## src/core/lbcm_pkg.sv

```systemverilog
// Constants for the local bus setup and local-to-host mailbox block.
// Assumes a 32-bit APB register port and a 100 MHz system clock.
package lbcm_pkg;
    // --------------------------------------------------------------
    // Register map (byte addresses)
    // --------------------------------------------------------------
    localparam logic [15:0] LBCM_ADDR_MAILBOX = 16'h04F8;
    localparam logic [15:0] LBCM_ADDR_SETUP = 16'h04FC;

    // --------------------------------------------------------------
    // Mailbox fields
    // --------------------------------------------------------------
    localparam int LBCM_MB_BYTE0_LSB = 0;
    localparam int LBCM_MB_BYTE1_LSB = 8;
    localparam int LBCM_MB_IRQ_BIT = 16;
    localparam logic [15:0] LBCM_MB_DATA_RESET = 16'h0000;

    // --------------------------------------------------------------
    // Setup register fields
    // --------------------------------------------------------------
    localparam int LBCM_CFG_WRAP_DIS = 20;
    localparam int LBCM_CFG_RDYIN_FALL = 19;
    localparam int LBCM_CFG_CS_POL = 18;
    localparam int LBCM_CFG_CS_FALL = 17;
    localparam int LBCM_CFG_RDYOUT_OE = 16;
    localparam int LBCM_CFG_RDYOUT_EXT = 15;
    localparam int LBCM_CFG_BURST_IL = 14;
    localparam int LBCM_CFG_IRQ_POL = 13;
    localparam int LBCM_CFG_LAST_POL = 12;
    localparam int LBCM_CFG_ADDR_LATCH_POLARITY = 11;
    localparam int LBCM_CFG_ACK_POL = 10;
    localparam int LBCM_CFG_BW_MSB = 9;
    localparam int LBCM_CFG_BW_LSB = 8;
    localparam int LBCM_CFG_BE_ENC = 6;
    localparam logic [31:0] LBCM_CFG_RESET = 32'h0001_0B40;
    localparam logic [31:0] LBCM_CFG_MASK = 32'h001F_FF40;

    // --------------------------------------------------------------
    // Bus width codes
    // --------------------------------------------------------------
    localparam logic [1:0] LBCM_BW_8 = 2'h0;
    localparam logic [1:0] LBCM_BW_16 = 2'h1;
    localparam logic [1:0] LBCM_BW_32 = 2'h2;
    localparam logic [1:0] LBCM_BW_32ENC = 2'h3;

    // Burst beat step in bytes
    localparam logic [3:0] LBCM_BEAT_STEP = 4'h4;

    // Local bus cycle state, Gray coded along idle-data-hold
    typedef enum logic [1:0] {
        LBCM_IDLE = 2'b00,
        LBCM_DATA = 2'b01,
        LBCM_HOLD = 2'b11
    } lbcm_state_e;
endpackage

```

## src/core/lbcm_local_bus_config_mailbox.sv

```systemverilog
// Local bus setup register, local-to-host mailbox and the local bus
// pin logic that the setup steers.
// Assumes APB on mclk; local bus pins are asynchronous to mclk and
// the local clock runs well below mclk/4 so its edges can be found.
//
// Notes on behaviour
// RULE1: Mailbox irq bit raises host irq, host clears
// RULE2: Mailbox irq bit is write only
// RULE3: Mailbox holds byte 0 low, byte 1 next
// RULE4: Bit 20 disables cache line wrapping; code ends only linear bursts at the line end
// RULE5: Bit 19 picks ready input sampling edge
// RULE6: Bit 18 sets chip select active level
// RULE7: Bit 17 picks chip select sampling edge
// RULE8: Bit 16 sets ready output tri-state mode
// RULE9: Bit 15 extends ready until strobe inactive
// RULE10: Software avoids extend with whole-burst last beat
// RULE11: Bit 14 selects linear or interleaved bursts
// RULE12: Bit 13 sets local irq output level
// RULE13: Bit 12 sets last beat input level
// RULE14: Bit 11 sets address latch input level
// RULE15: Bit 10 sets ready output active level
// RULE16: Bits 9:8 select local data bus width
// RULE17: Bit 6 selects byte enable encoding
// RULE18: Setup bits 31:21 reserved, read zero
`timescale 1ns/1ps
`default_nettype none
module lbcm_local_bus_config_mailbox
    import lbcm_pkg::*;
(
    input wire logic mclk,
    input wire logic reset,
    input wire logic clkEnable,
    // APB slave
    input wire logic psel,
    input wire logic penable,
    input wire logic pwrite,
    input wire logic [15:0] paddr,
    input wire logic [31:0] pwdata,
    output logic [31:0] prdata,
    output logic pready,
    output logic pslverr,
    // Host side of the mailbox
    input wire logic hostIrqClear,
    output logic [15:0] hostMailboxData,
    output logic hostMailboxIrq,
    // Local bus pins
    input wire logic localClockIn,
    input wire logic chipChoose,
    input wire logic addrLatch,
    input wire logic addrStrobeN,
    input wire logic lastBurstBeatIn,
    input wire logic readyIn,
    input wire logic [3:0] localAddr,
    input wire logic localIrqRequest,
    output logic ackOut,
    output logic ackOutOe,
    output logic localIrqOut,
    output logic readyInSampled,
    output logic [3:0] burstOffset,
    output logic [3:0] byteLanes,
    output logic cycleActive
);
    // --------------------------------------------------------------
    // Helpers
    // --------------------------------------------------------------
    // Next beat offset within a 16-byte line
    function automatic logic [3:0] nextOffset(input logic [3:0] start, input logic [3:0] cur,
                                              input logic interleave);
        logic [3:0] step;
        step = 4'h0;
        if (interleave) begin
            step = (((cur ^ start) + LBCM_BEAT_STEP) ^ start);
        end else begin
            step = cur + LBCM_BEAT_STEP;
        end
        return step;
    endfunction

    // Active-level decode of a configurable-polarity input
    function automatic logic isActive(input logic pin, input logic activeHigh);
        return activeHigh ? pin : ~pin;
    endfunction

    // Byte lanes of one beat for the selected width and encoding
    function automatic logic [3:0] laneMask(input logic [1:0] width, input logic encoded,
                                            input logic [1:0] lowAddr);
        logic [3:0] mask;
        mask = 4'h0;
        unique case (width)
            LBCM_BW_8: mask = 4'h1 << lowAddr;
            LBCM_BW_16: mask = lowAddr[1] ? 4'hC : 4'h3;
            LBCM_BW_32: mask = 4'hF;
            LBCM_BW_32ENC: mask = 4'hF;
        endcase
        // Encoded lanes are mirrored for 16 and 32-bit widths, big-endian lane zero first
        if (encoded && width != LBCM_BW_8) begin
            mask = {mask[0], mask[1], mask[2], mask[3]};
        end
        return mask;
    endfunction

    // --------------------------------------------------------------
    // Registers
    // --------------------------------------------------------------
    logic [31:0] setupReg;
    logic [15:0] mailboxData;
    logic accessWrite;
    logic addrHit;
    logic [31:0] next_prdata;

    assign addrHit = (paddr == LBCM_ADDR_MAILBOX) || (paddr == LBCM_ADDR_SETUP);
    assign accessWrite = psel && penable && pwrite && (paddr == LBCM_ADDR_SETUP || paddr == LBCM_ADDR_MAILBOX);
    // Read data is fetched in the setup cycle, so access never waits
    assign pready = 1'b1;
    assign pslverr = psel && penable && !addrHit;

    // Setup register write, reserved and out-of-scope bits held at zero
    always_ff @(posedge mclk or posedge reset) begin
        if (reset) begin
            setupReg <= LBCM_CFG_RESET;
        end else if (clkEnable && accessWrite && paddr == LBCM_ADDR_SETUP) begin
            setupReg <= pwdata & LBCM_CFG_MASK; // RULE18
        end
    end

    // Mailbox data bytes
    always_ff @(posedge mclk or posedge reset) begin
        if (reset) begin
            mailboxData <= LBCM_MB_DATA_RESET;
        end else if (clkEnable && accessWrite && paddr == LBCM_ADDR_MAILBOX) begin
            mailboxData <= pwdata[15:0]; // RULE3
        end
    end

    // Host interrupt: set wins over a clear in the same cycle
    always_ff @(posedge mclk or posedge reset) begin
        if (reset) begin
            hostMailboxIrq <= 1'b0;
        end else if (clkEnable) begin
            if (accessWrite && paddr == LBCM_ADDR_MAILBOX && pwdata[LBCM_MB_IRQ_BIT]) begin
                hostMailboxIrq <= 1'b1; // RULE1
            end else if (hostIrqClear) begin
                hostMailboxIrq <= 1'b0; // RULE1
            end
        end
    end

    assign hostMailboxData = mailboxData;

    // Read mux; the irq bit never reads back
    always_comb begin
        next_prdata = 32'h0000_0000;
        if (paddr == LBCM_ADDR_MAILBOX) begin
            next_prdata = {16'h0000, mailboxData}; // RULE2
        end else if (paddr == LBCM_ADDR_SETUP) begin
            next_prdata = setupReg; // RULE18
        end
    end

    always_ff @(posedge mclk or posedge reset) begin
        if (reset) begin
            prdata <= 32'h0000_0000;
        end else if (clkEnable && psel && !penable) begin
            prdata <= next_prdata;
        end
    end

    // --------------------------------------------------------------
    // Local bus pin synchronisers
    // --------------------------------------------------------------
    // Two stages for every pin; only stage two is looked at
    logic [10:0] pinMeta;
    logic [10:0] pinSync;
    logic clkPrev;
    always_ff @(posedge mclk or posedge reset) begin
        if (reset) begin
            pinMeta <= 11'h000;
            pinSync <= 11'h000;
            clkPrev <= 1'b0;
        end else if (clkEnable) begin
            pinMeta <= {localClockIn, chipChoose, addrLatch, addrStrobeN, lastBurstBeatIn, readyIn,
                        localAddr, localIrqRequest};
            pinSync <= pinMeta;
            clkPrev <= pinSync[10];
        end
    end

    logic sClk, sCs, sAle, sStrobeN, sLast, sReady, sIrqReq;
    logic [3:0] sAddr;
    assign {sClk, sCs, sAle, sStrobeN, sLast, sReady, sAddr, sIrqReq} = pinSync;

    logic localRise, localFall, csEdge, readyEdge;
    assign localRise = sClk && !clkPrev;
    assign localFall = !sClk && clkPrev;
    assign csEdge = setupReg[LBCM_CFG_CS_FALL] ? localFall : localRise; // RULE7
    assign readyEdge = setupReg[LBCM_CFG_RDYIN_FALL] ? localFall : localRise; // RULE5

    // --------------------------------------------------------------
    // Sampled local inputs
    // --------------------------------------------------------------
    logic csActive;
    always_ff @(posedge mclk or posedge reset) begin
        if (reset) begin
            csActive <= 1'b0;
        end else if (clkEnable && csEdge) begin
            csActive <= isActive(sCs, setupReg[LBCM_CFG_CS_POL]); // RULE6
        end
    end

    // Rising-edge select must see the pin level of this very edge,
    // not the level held over from the previous burst
    logic csNow;
    assign csNow = setupReg[LBCM_CFG_CS_FALL] ? csActive : isActive(sCs, setupReg[LBCM_CFG_CS_POL]); // RULE7

    always_ff @(posedge mclk or posedge reset) begin
        if (reset) begin
            readyInSampled <= 1'b0;
        end else if (clkEnable && readyEdge) begin
            readyInSampled <= sReady; // RULE5
        end
    end

    logic aleOn, lastOn, strobeOn;
    assign aleOn = isActive(sAle, setupReg[LBCM_CFG_ADDR_LATCH_POLARITY]); // RULE14
    assign lastOn = isActive(sLast, setupReg[LBCM_CFG_LAST_POL]); // RULE13
    assign strobeOn = !sStrobeN;

    // --------------------------------------------------------------
    // Local bus cycle sequencer
    // --------------------------------------------------------------
    lbcm_state_e state;
    logic [3:0] startOffset;
    logic ackActive;
    logic [3:0] afterBeat;
    logic wrapped;

    assign afterBeat = nextOffset(startOffset, burstOffset, setupReg[LBCM_CFG_BURST_IL]); // RULE11
    // Linear step that leaves the line ends the burst when wrap is off
    assign wrapped = !setupReg[LBCM_CFG_BURST_IL] && (afterBeat < burstOffset);

    // One beat per local rising edge; last beat input closes the burst
    always_ff @(posedge mclk or posedge reset) begin
        if (reset) begin
            state <= LBCM_IDLE;
            startOffset <= 4'h0;
            burstOffset <= 4'h0;
            ackActive <= 1'b0;
        end else if (clkEnable && localRise) begin
            unique case (state)
                LBCM_IDLE: begin
                    if (aleOn && csNow) begin
                        state <= LBCM_DATA;
                        startOffset <= sAddr;
                        burstOffset <= sAddr;
                        ackActive <= 1'b1;
                    end
                end
                LBCM_DATA: begin
                    if (lastOn || (setupReg[LBCM_CFG_WRAP_DIS] && wrapped)) begin
                        // RULE9
                        if (setupReg[LBCM_CFG_RDYOUT_EXT] && strobeOn) begin
                            state <= LBCM_HOLD;
                        end else begin
                            state <= LBCM_IDLE;
                            ackActive <= 1'b0;
                        end
                    end else begin
                        burstOffset <= afterBeat; // RULE4
                    end
                end
                LBCM_HOLD: begin
                    if (!strobeOn) begin
                        state <= LBCM_IDLE; // RULE9
                        ackActive <= 1'b0;
                    end
                end
                // Unused code: fall back to idle
                default: begin
                    state <= LBCM_IDLE;
                    ackActive <= 1'b0;
                end
            endcase
        end
    end

    assign cycleActive = (state != LBCM_IDLE);

    // --------------------------------------------------------------
    // Local bus outputs
    // --------------------------------------------------------------
    // Lanes follow width and encoding of the current beat
    always_ff @(posedge mclk or posedge reset) begin
        if (reset) begin
            byteLanes <= 4'h0;
        end else if (clkEnable) begin
            byteLanes <= laneMask(setupReg[LBCM_CFG_BW_MSB:LBCM_CFG_BW_LSB], // RULE16
                                  setupReg[LBCM_CFG_BE_ENC], burstOffset[1:0]); // RULE17
        end
    end

    // Ready level and enable; open mode releases the pin when idle
    always_ff @(posedge mclk or posedge reset) begin
        if (reset) begin
            ackOut <= 1'b1;
            ackOutOe <= 1'b0;
        end else if (clkEnable) begin
            ackOut <= ackActive ~^ setupReg[LBCM_CFG_ACK_POL]; // RULE15
            ackOutOe <= !setupReg[LBCM_CFG_RDYOUT_OE] || ackActive; // RULE8
        end
    end

    // Local irq pin, idle level follows polarity
    always_ff @(posedge mclk or posedge reset) begin
        if (reset) begin
            localIrqOut <= 1'b1;
        end else if (clkEnable) begin
            localIrqOut <= sIrqReq ~^ setupReg[LBCM_CFG_IRQ_POL]; // RULE12
        end
    end
endmodule
`default_nettype wire

```

## config.mk

```make
export PLATFORM = sky130hd
export DESIGN_NAME = lbcm_local_bus_config_mailbox
export DESIGN_NICKNAME = d
export VERILOG_FILES = /design/src/core/lbcm_pkg.sv /design/src/core/lbcm_local_bus_config_mailbox.sv
export SDC_FILE = /design/constraint.sdc
export NUM_CORES = 1
export LEC_CHECK = 0
export ABC_AREA = 1
export ABC_CLOCK_PERIOD_IN_PS = 3550
export BUFFER_PORTS_ARGS = -buffer_cell sky130_fd_sc_hd__buf_4
export CORE_MARGIN = 4
export CORE_UTILIZATION = 51
export CTS_CLUSTER_SIZE = 16
export DETAILED_ROUTE_END_ITERATION = 7
export PLACE_DENSITY = 0.79
export SYNTH_ARGS = -nofsm -noshare
export SYNTH_HDL_FRONTEND = slang
export SYNTH_SLANG_ARGS = --single-unit
```

## constraint.sdc

```tcl
create_clock -name mclk -period 3.55 [get_ports mclk]
set_input_delay 0.5325 -clock mclk [delete_from_list [all_inputs] [get_ports mclk]]
set_output_delay 0.5325 -clock mclk [all_outputs]
set_load 0.02 [all_outputs]
```

==> run metrics, run 1 <==
outcome finished, final reports clean; most frequent cell after synthesis nand2_1; RSZ-0062 raised after global routing no; Post-synth EDFFs 0; dpl ws 0.793 ns; fin nets 668; CP Class primary input to output port; Slew @ Worst Pin 0.854 ns; Netlist Area Pre-Place 4240 µm²; # IOs 130; ys async rst share 100%; max frequency 0.411 GHz; Initial Utilization 53.7%; largest net degree at the start of global routing 46; core area 7890 µm²; Fin. Hold Viols 0; CP Data Required Time 3.02 ns; cts repair resizes 0; Vias 3615; Routed Antenna Nets 0; min setup slack post-route 1.12 ns; DRC errors left 0; gr ovfl total 0; post-detail-place hpwl 7.34 mm; fin. max-slew vios 0; crit share post-route 68.5%; Area Growth Syn to Fin 23.8%; final setup violating endpoints 0; P_leak 2.67 nW; setup TNS 0 ns; worst rel slew slack 42.9%; total track usage 20.4%; Yosys cell types 30; min-delay worst type primary input to asynchronous set/reset pin; number of I/O port buffers 106; fill cell count 667; Site Rows 32; pwr dens 504 nW/µm²; maxcap violations 0; CTS hold repair buffers 0; clock skew 0.0106 ns; clk root buf clkbuf_8; Worst-Skew Late Latency 0.36 ns; Routed Wire Length 9.90 mm; Critical Path Fanout Max 14; startpoint types primary input; final critical-path required period 2.43 ns; fraction of layout cells with a size suffix above 1 23.8%; DIE AREA 9830 µm²; postcts setup bufs 0; Worst EP arrival 1.90 ns; register area 2310 µm²; CTS Buffer Depth 2; DRT iter0 DRCs 207; Yosys top cell by area dfrtp_1; GPL Wtd Cong 0.852; H-tree depth 3; CTS tree done; ANT cells 0; crit end category output port; register bit total from synthesis 92; Post-synth top flop dfrtp_1; first-pass GRT wire length 16.2 mm; area fraction of the dominant cell type after synthesis 50.2%; vias per cell 5.12; Synth warnings 0; number of global-route vias before repair 3449; TritonRoute pass-1 iters 5; commonest cells in the synthesized netlist nand2_1 (144), dfrtp_1 (85), inv_1 (59), o21ai_1 (40), o21ai_0 (26); initial antenna violation count 0; Cells after Synth 501; die height 99.1 µm; Post-Syn Area per Cell 8.46 µm²; Clk pin slew, worst setup/hold paths 0.08 ns; per-cell routed wire length 14.0 µm; Die Wd 99.1 µm; Multi-input gate area 1530 µm²; Seq/Total Area, Yosys 54.5%; CTS sink count 92; Synth area leaders dfrtp_1 (50%), nand2_1 (13%), inv_1 (5.2%), o21ai_1 (4.7%), dfstp_2 (4.3%); Worst VDD drop 0.225 mV; cts bufs inserted 9
==> worst max-delay path, stage by stage <==
cell	delay [ns]
buf_4	0.10
nor2_1	0.09
nand2_1	0.08
nor2_2	0.45
nand2_1	0.27
nand3_1	0.13
a31oi_1	0.05
buf_4	0.19
==> per-stage QoR <==
stage               utilization [%]  area, µm²  total power [mW]  instances  hold WS [ns]
finish                         66.5       5250              2.64        706         0.277
global route                   66.5       5250              2.81        706         0.329
CTS                            66.5       5250              2.67        706         0.293
detailed placement             63.8       5040              1.93        690         0.460
global placement               63.8       5040              1.90        690         0.455
floorplan                         -       4270              1.69        511         0.442
==> layout by cell type, fill, tap and decap left out, drive strengths merged <==
cell / n
nand2: 144
dfstp: 7
a21oi: 4
nand4: 21
xnor2: 1
buf: 111
o31ai: 4
ha: 3
bufinv: 1
conb: 12
clkinvlp: 2
inv: 62
dfrtp: 85
nor3: 2
a31oi: 11
nand3b: 1
nor2: 22
or2: 1
a21o: 1
o21ai: 66
xor2: 4
clkinv: 4
nand3: 25
clkbuf: 10
==> path summary, 6_finish.rpt <==
kind	slack [ns]	to	depth (start not counted)	start
min in group mclk	0.37	pinMeta[1]	3	localAddr[0]
max in group asynchronous	2.44	localIrqOut	3	reset
worst max-delay path	1.12	pslverr	8	paddr[15]
worst min-delay path	0.28	readyInSampled	2	reset
worst min register to register	0.48	pinMeta[2]	2	pinMeta[2]
worst max register to register	1.52	state[0]	9	burstOffset[3]
==> report_power, final <==
part           internal (mW)  leakage [nW]  switching (mW)
clock network          0.351        0.0995           0.377
logic                  0.270          1.39           0.399
registers               1.16          1.18          0.0826
==> cell families (layout without fill, tap and decap cells) <==
group	Yosys count	count (layout)	share of synthesized area [%]
other cells	2	12	0.177
compound gates	86	86	10.9
xor+xnor	5	5	1.03
flops	92	92	54.5
fa+ha+maj	3	3	0.886
buf+inv	97	190	10.3
simple gates	216	216	22.2
==> registers in the layout, summed over array words and instances (netlist names), 2 cells and up <==
name             flops
burstOffset          4
pinMeta             11
setupReg            14
prdata              21
pinSync             11
byteLanes            4
state                2
hostMailboxData     16
==> final cells by class <==
type	instances	share of cell area (%)
sequential	92	44.1
timing repair buffer	111	15.9
multi-input combinational	322	29.1
clock buffer	10	2.62
clock inverter	6	1.36
inverter	63	4.53
tap	102	2.43
==> layer usage <==
| layer | global-route usage, % | part of all wire [%] | up-vias |
|---|---|---|---|
| met4 | 9.24 | 2.4 | 0 |
| met1 | 27.1 | 41 | 1652 |
| li1 | - | - | 1787 |
| met3 | 3.16 | 7.6 | 21 |
| met2 | 33.2 | 49 | 155 |
| met5 | 0 | 0 | - |
Note: power is estimated with default switching activity, not from simulation.
==> inputs of run 2 (changes only) <==
--- a/config.mk
+++ b/config.mk
@@ -5,14 +5,14 @@
 export SDC_FILE = /design/constraint.sdc
 export NUM_CORES = 1
 export LEC_CHECK = 0
-export ABC_AREA = 1
-export ABC_CLOCK_PERIOD_IN_PS = 3550
+export ABC_AREA = 0
+export ABC_CLOCK_PERIOD_IN_PS = 2500
 export BUFFER_PORTS_ARGS = -buffer_cell sky130_fd_sc_hd__buf_4
 export CORE_MARGIN = 4
 export CORE_UTILIZATION = 51
 export CTS_CLUSTER_SIZE = 16
 export DETAILED_ROUTE_END_ITERATION = 7
-export PLACE_DENSITY = 0.79
+export PLACE_DENSITY = 0.8
 export SYNTH_ARGS = -nofsm -noshare
 export SYNTH_HDL_FRONTEND = slang
 export SYNTH_SLANG_ARGS = --single-unit
==> constraint.sdc (replaced) <==
create_clock -name mclk -period 2.5 [get_ports mclk]
set_input_delay 0.375 -clock mclk [delete_from_list [all_inputs] [get_ports mclk]]
set_output_delay 0.375 -clock mclk [all_outputs]
set_load 0.02 [all_outputs]
==> run 2 against run 1 <==
- hold slack worse by 0.13 ns
- die area is 1.9% lower
- utilization is 0.58 points lower
- critical path type is now flop to flop
- highest routed layer unchanged
==> run metrics, run 2 <==
Critical Path Fanout Max 7 (-7); Sequential Power Share 51.1% (+3.9 points); Slew @ Worst Pin 0.663 ns (-0.191 ns); vias per cell 5.32 (+3.8%); Yosys cell types 49 (+63%); first-pass GRT wire length 14.3 mm (-12%); Hold WS 0.143 ns (-0.134 ns); Post-synth EDFFs 0 (unchanged); CP Data Required Time 2.79 ns (-0.23 ns); Critical R2R Launch burstOffset[2]; Worst-Skew Late Latency 0.35 ns (about the same); commonest cells in the synthesized netlist dfrtp_1 (85), mux2_2 (39), nand2_1 (31), mux2_4 (17), inv_1 (15); cts repair resizes 0 (unchanged); crit end category flop; CTS hold repair buffers 0 (unchanged); final setup violating endpoints 0 (unchanged); die height 98.2 µm (-0.94%); clk root buf clkbuf_8; # IOs 130 (unchanged); r2r setup slk 0.26 ns (-1.26 ns); TritonRoute pass-1 iters 5 (unchanged); worst reg2reg endpoint burstOffset[2]; Initial Utilization 53.2% (-0.55 points); total track usage 18.6% (-1.8 points); crit share post-route 89.4%; ANT cells 0 (unchanged); internal power 2.45 mW (+37%); gr ovfl total 0 (unchanged); Synth warnings 0 (unchanged); Seq/Total Area, Yosys 55.7% (+1.1 points); final instance area 5150 µm² (-1.9%); Worst VDD drop 0.383 mV (+70%); max reg flops 21 (unchanged); Vias 2882 (-20%); Netlist Area Pre-Place 4150 µm² (-2.0%); Setup crit end burstOffset[2]; DIE AREA 9650 µm² (-1.9%); min-delay worst type primary input to asynchronous set/reset pin; postcts setup bufs 0 (unchanged); DRC errors left 0 (unchanged); most used cell, CP nor4b_1; fraction of layout cells with a size suffix above 1 44.8% (+21 points); P_leak 2.60 nW (-2.6%); pwr dens 680 nW/µm² (+35%); Largest Register prdata; maxcap violations 0 (unchanged); post-detail-place hpwl 6.49 mm (-12%); CTS tree done; Die Wd 98.2 µm (-0.94%); largest net degree at the start of global routing 56 (+22%); outcome finished, final reports clean; number of global-route vias before repair 2861 (-17%); Reg2Reg Depth 7 (-2); initial antenna violation count 0 (unchanged); max frequency 0.447 GHz; Routed Antenna Nets 0 (unchanged); CTS Buffer Depth 2 (unchanged); Site Rows 32 (unchanged); DRT iter0 DRCs 84 (-59%); H-tree depth 3 (unchanged); commonest non-fill, non-tap cells in the layout buf_4 (112), dfrtp_1 (85), mux2_2 (39), nand2_1 (31), mux2_4 (17); most common cell after layout, fill and taps aside buf_4; Post-synth top flop dfrtp_1; Synth area leaders dfrtp_1 (51%), mux2_2 (11%), mux2_4 (6.2%), dfstp_2 (4.4%), nand2_1 (2.8%); most frequent cell after synthesis dfrtp_1; fin. max-slew vios 0 (unchanged); crit-path max cell delay 0.53 ns (+0.08 ns); Routed Wire Length 8.77 mm (-11%); Yosys top cell by area dfrtp_1; Area Growth Syn to Fin 24.0%; slowest stage cell, crit path a211oi_1; CP Class flop to flop; Clock Power Share 26.0% (-1.5 points); GPL Wtd Cong 0.811 (-4.8%); cts bufs inserted 9 (unchanged); Cells after Synth 329 (-34%); DP Area 4970 µm² (-1.4%); final critical-path required period 2.24 ns; Fin. Hold Viols 0 (unchanged); Post-Syn Area per Cell 12.6 µm² (+49%); worst rel slew slack 55.8% (+13 points); clock skew 0.0107 ns (+0.0000923 ns); Clk pin slew, worst setup/hold paths 0.08 ns (about the same); combinational share of power 22.9% (-2.4 points); CTS sink count 92 (unchanged); worst setup path start burstOffset[2]; RSZ-0062 raised after global routing no; ys async rst share 100% (unchanged); Worst EP arrival 2.52 ns (+0.62 ns); crit-path cells xor2_1 > xnor2_1 > ha_1 > nor4b_1 > a211oi_1 > nor4b_1 > a211o_1; area fraction of the dominant cell type after synthesis 51.3% (+1.0 points); sw power 1.05 mW (+22%); startpoint types flop; register bit total from synthesis 92 (unchanged); setup TNS 0 ns (unchanged); Net Sw Frac 30.0% (-2.5 points); fin nets 504 (-25%); per-cell routed wire length 16.2 µm (+15%); number of I/O port buffers 106 (unchanged); core area 7810 µm² (-1.0%)
## run 2: cell types whose count changed after synthesis, moves of 12 or more
cell / before / now
nand3_1: 24 / 1
a22o_1: 0 / 12
mux2_4: 0 / 17
inv_1: 59 / 15
o21ai_1: 40 / 0
nand4_1: 20 / 1
nand2_1: 144 / 31
mux2_2: 0 / 39
o21ai_0: 26 / 11
## run 2: worst min path at each step
stage | endpoint | cells past startpoint
final | pinMeta[10] | 3
after global routing | pinMeta[5] | 3
after CTS | pinMeta[10] | 3
after detailed placement | prdata[6] | 2
after global placement | prdata[6] | 2
after floorplan | burstOffset[1] | 2
## run 2: cell families (layout without fill, tap and decap cells)
logic type | count (synthesis) | count (layout) | share of synthesized area [%]
adder cells (fa/ha/maj) | 3 | 3 | 0.905
multiplexers | 57 | 57 | 17.0
other | 2 | 12 | 0.181
XOR/XNOR | 9 | 9 | 1.90
buffers and inverters | 42 | 143 | 6.03
flip-flops | 92 | 92 | 55.7
AO/OA/AOI/OAI | 56 | 56 | 9.41
AND/OR/NAND/NOR | 68 | 68 | 8.92
## run 2: through the flow
step / std cells / power [mW] / setup WS [ns] / utilization [%]
2_1_floorplan: 339 / 2.32 / 0.440 / -
3_3_place_gp: 526 / 2.58 / 0.392 / 63.6
3_5_place_dp: 526 / 2.62 / 0.287 / 63.6
4_1_cts: 542 / 3.52 / 0.268 / 65.9
5_1_grt: 542 / 3.69 / 0.0522 / 65.9
6_report: 542 / 3.50 / 0.264 / 65.9
## run 2: power by group through the flow
stage	Clock [mW]	Combinational (mW)	Sequential (mW)
3_5_place_dp	0	0.807	1.81
5_1_grt	0.993	0.888	1.81
6_report	0.911	0.800	1.79
2_1_floorplan	0	0.459	1.86
3_3_place_gp	0	0.783	1.80
4_1_cts	0.928	0.812	1.78
## run 2: routing by layer
layer,vias up,share of wire [%],track usage [%]
li1,1349,-,-
met1,1433,42,23.2
met2,86,51,31.8
met3,14,5.2,3.50
met4,0,2.2,7.77
met5,-,0,0
## run 2: cell type report
cell class,instances,area [µm²]
clock buffer,13,159
clock inverter,3,21.3
fill,592,2660
inverter,15,60.1
multi-input combinational,205,1630
sequential,92,2310
tap,102,128
timing repair buffer,112,841
## run 2: critical path, delay by kind of cell, from the launching register on
family / cells / cell delay [ns]
compound gates: 2 / 0.68
xor+xnor: 2 / 0.36
fa+ha+maj: 1 / 0.29
flops: 1 / 0.47
simple gates: 2 / 0.39
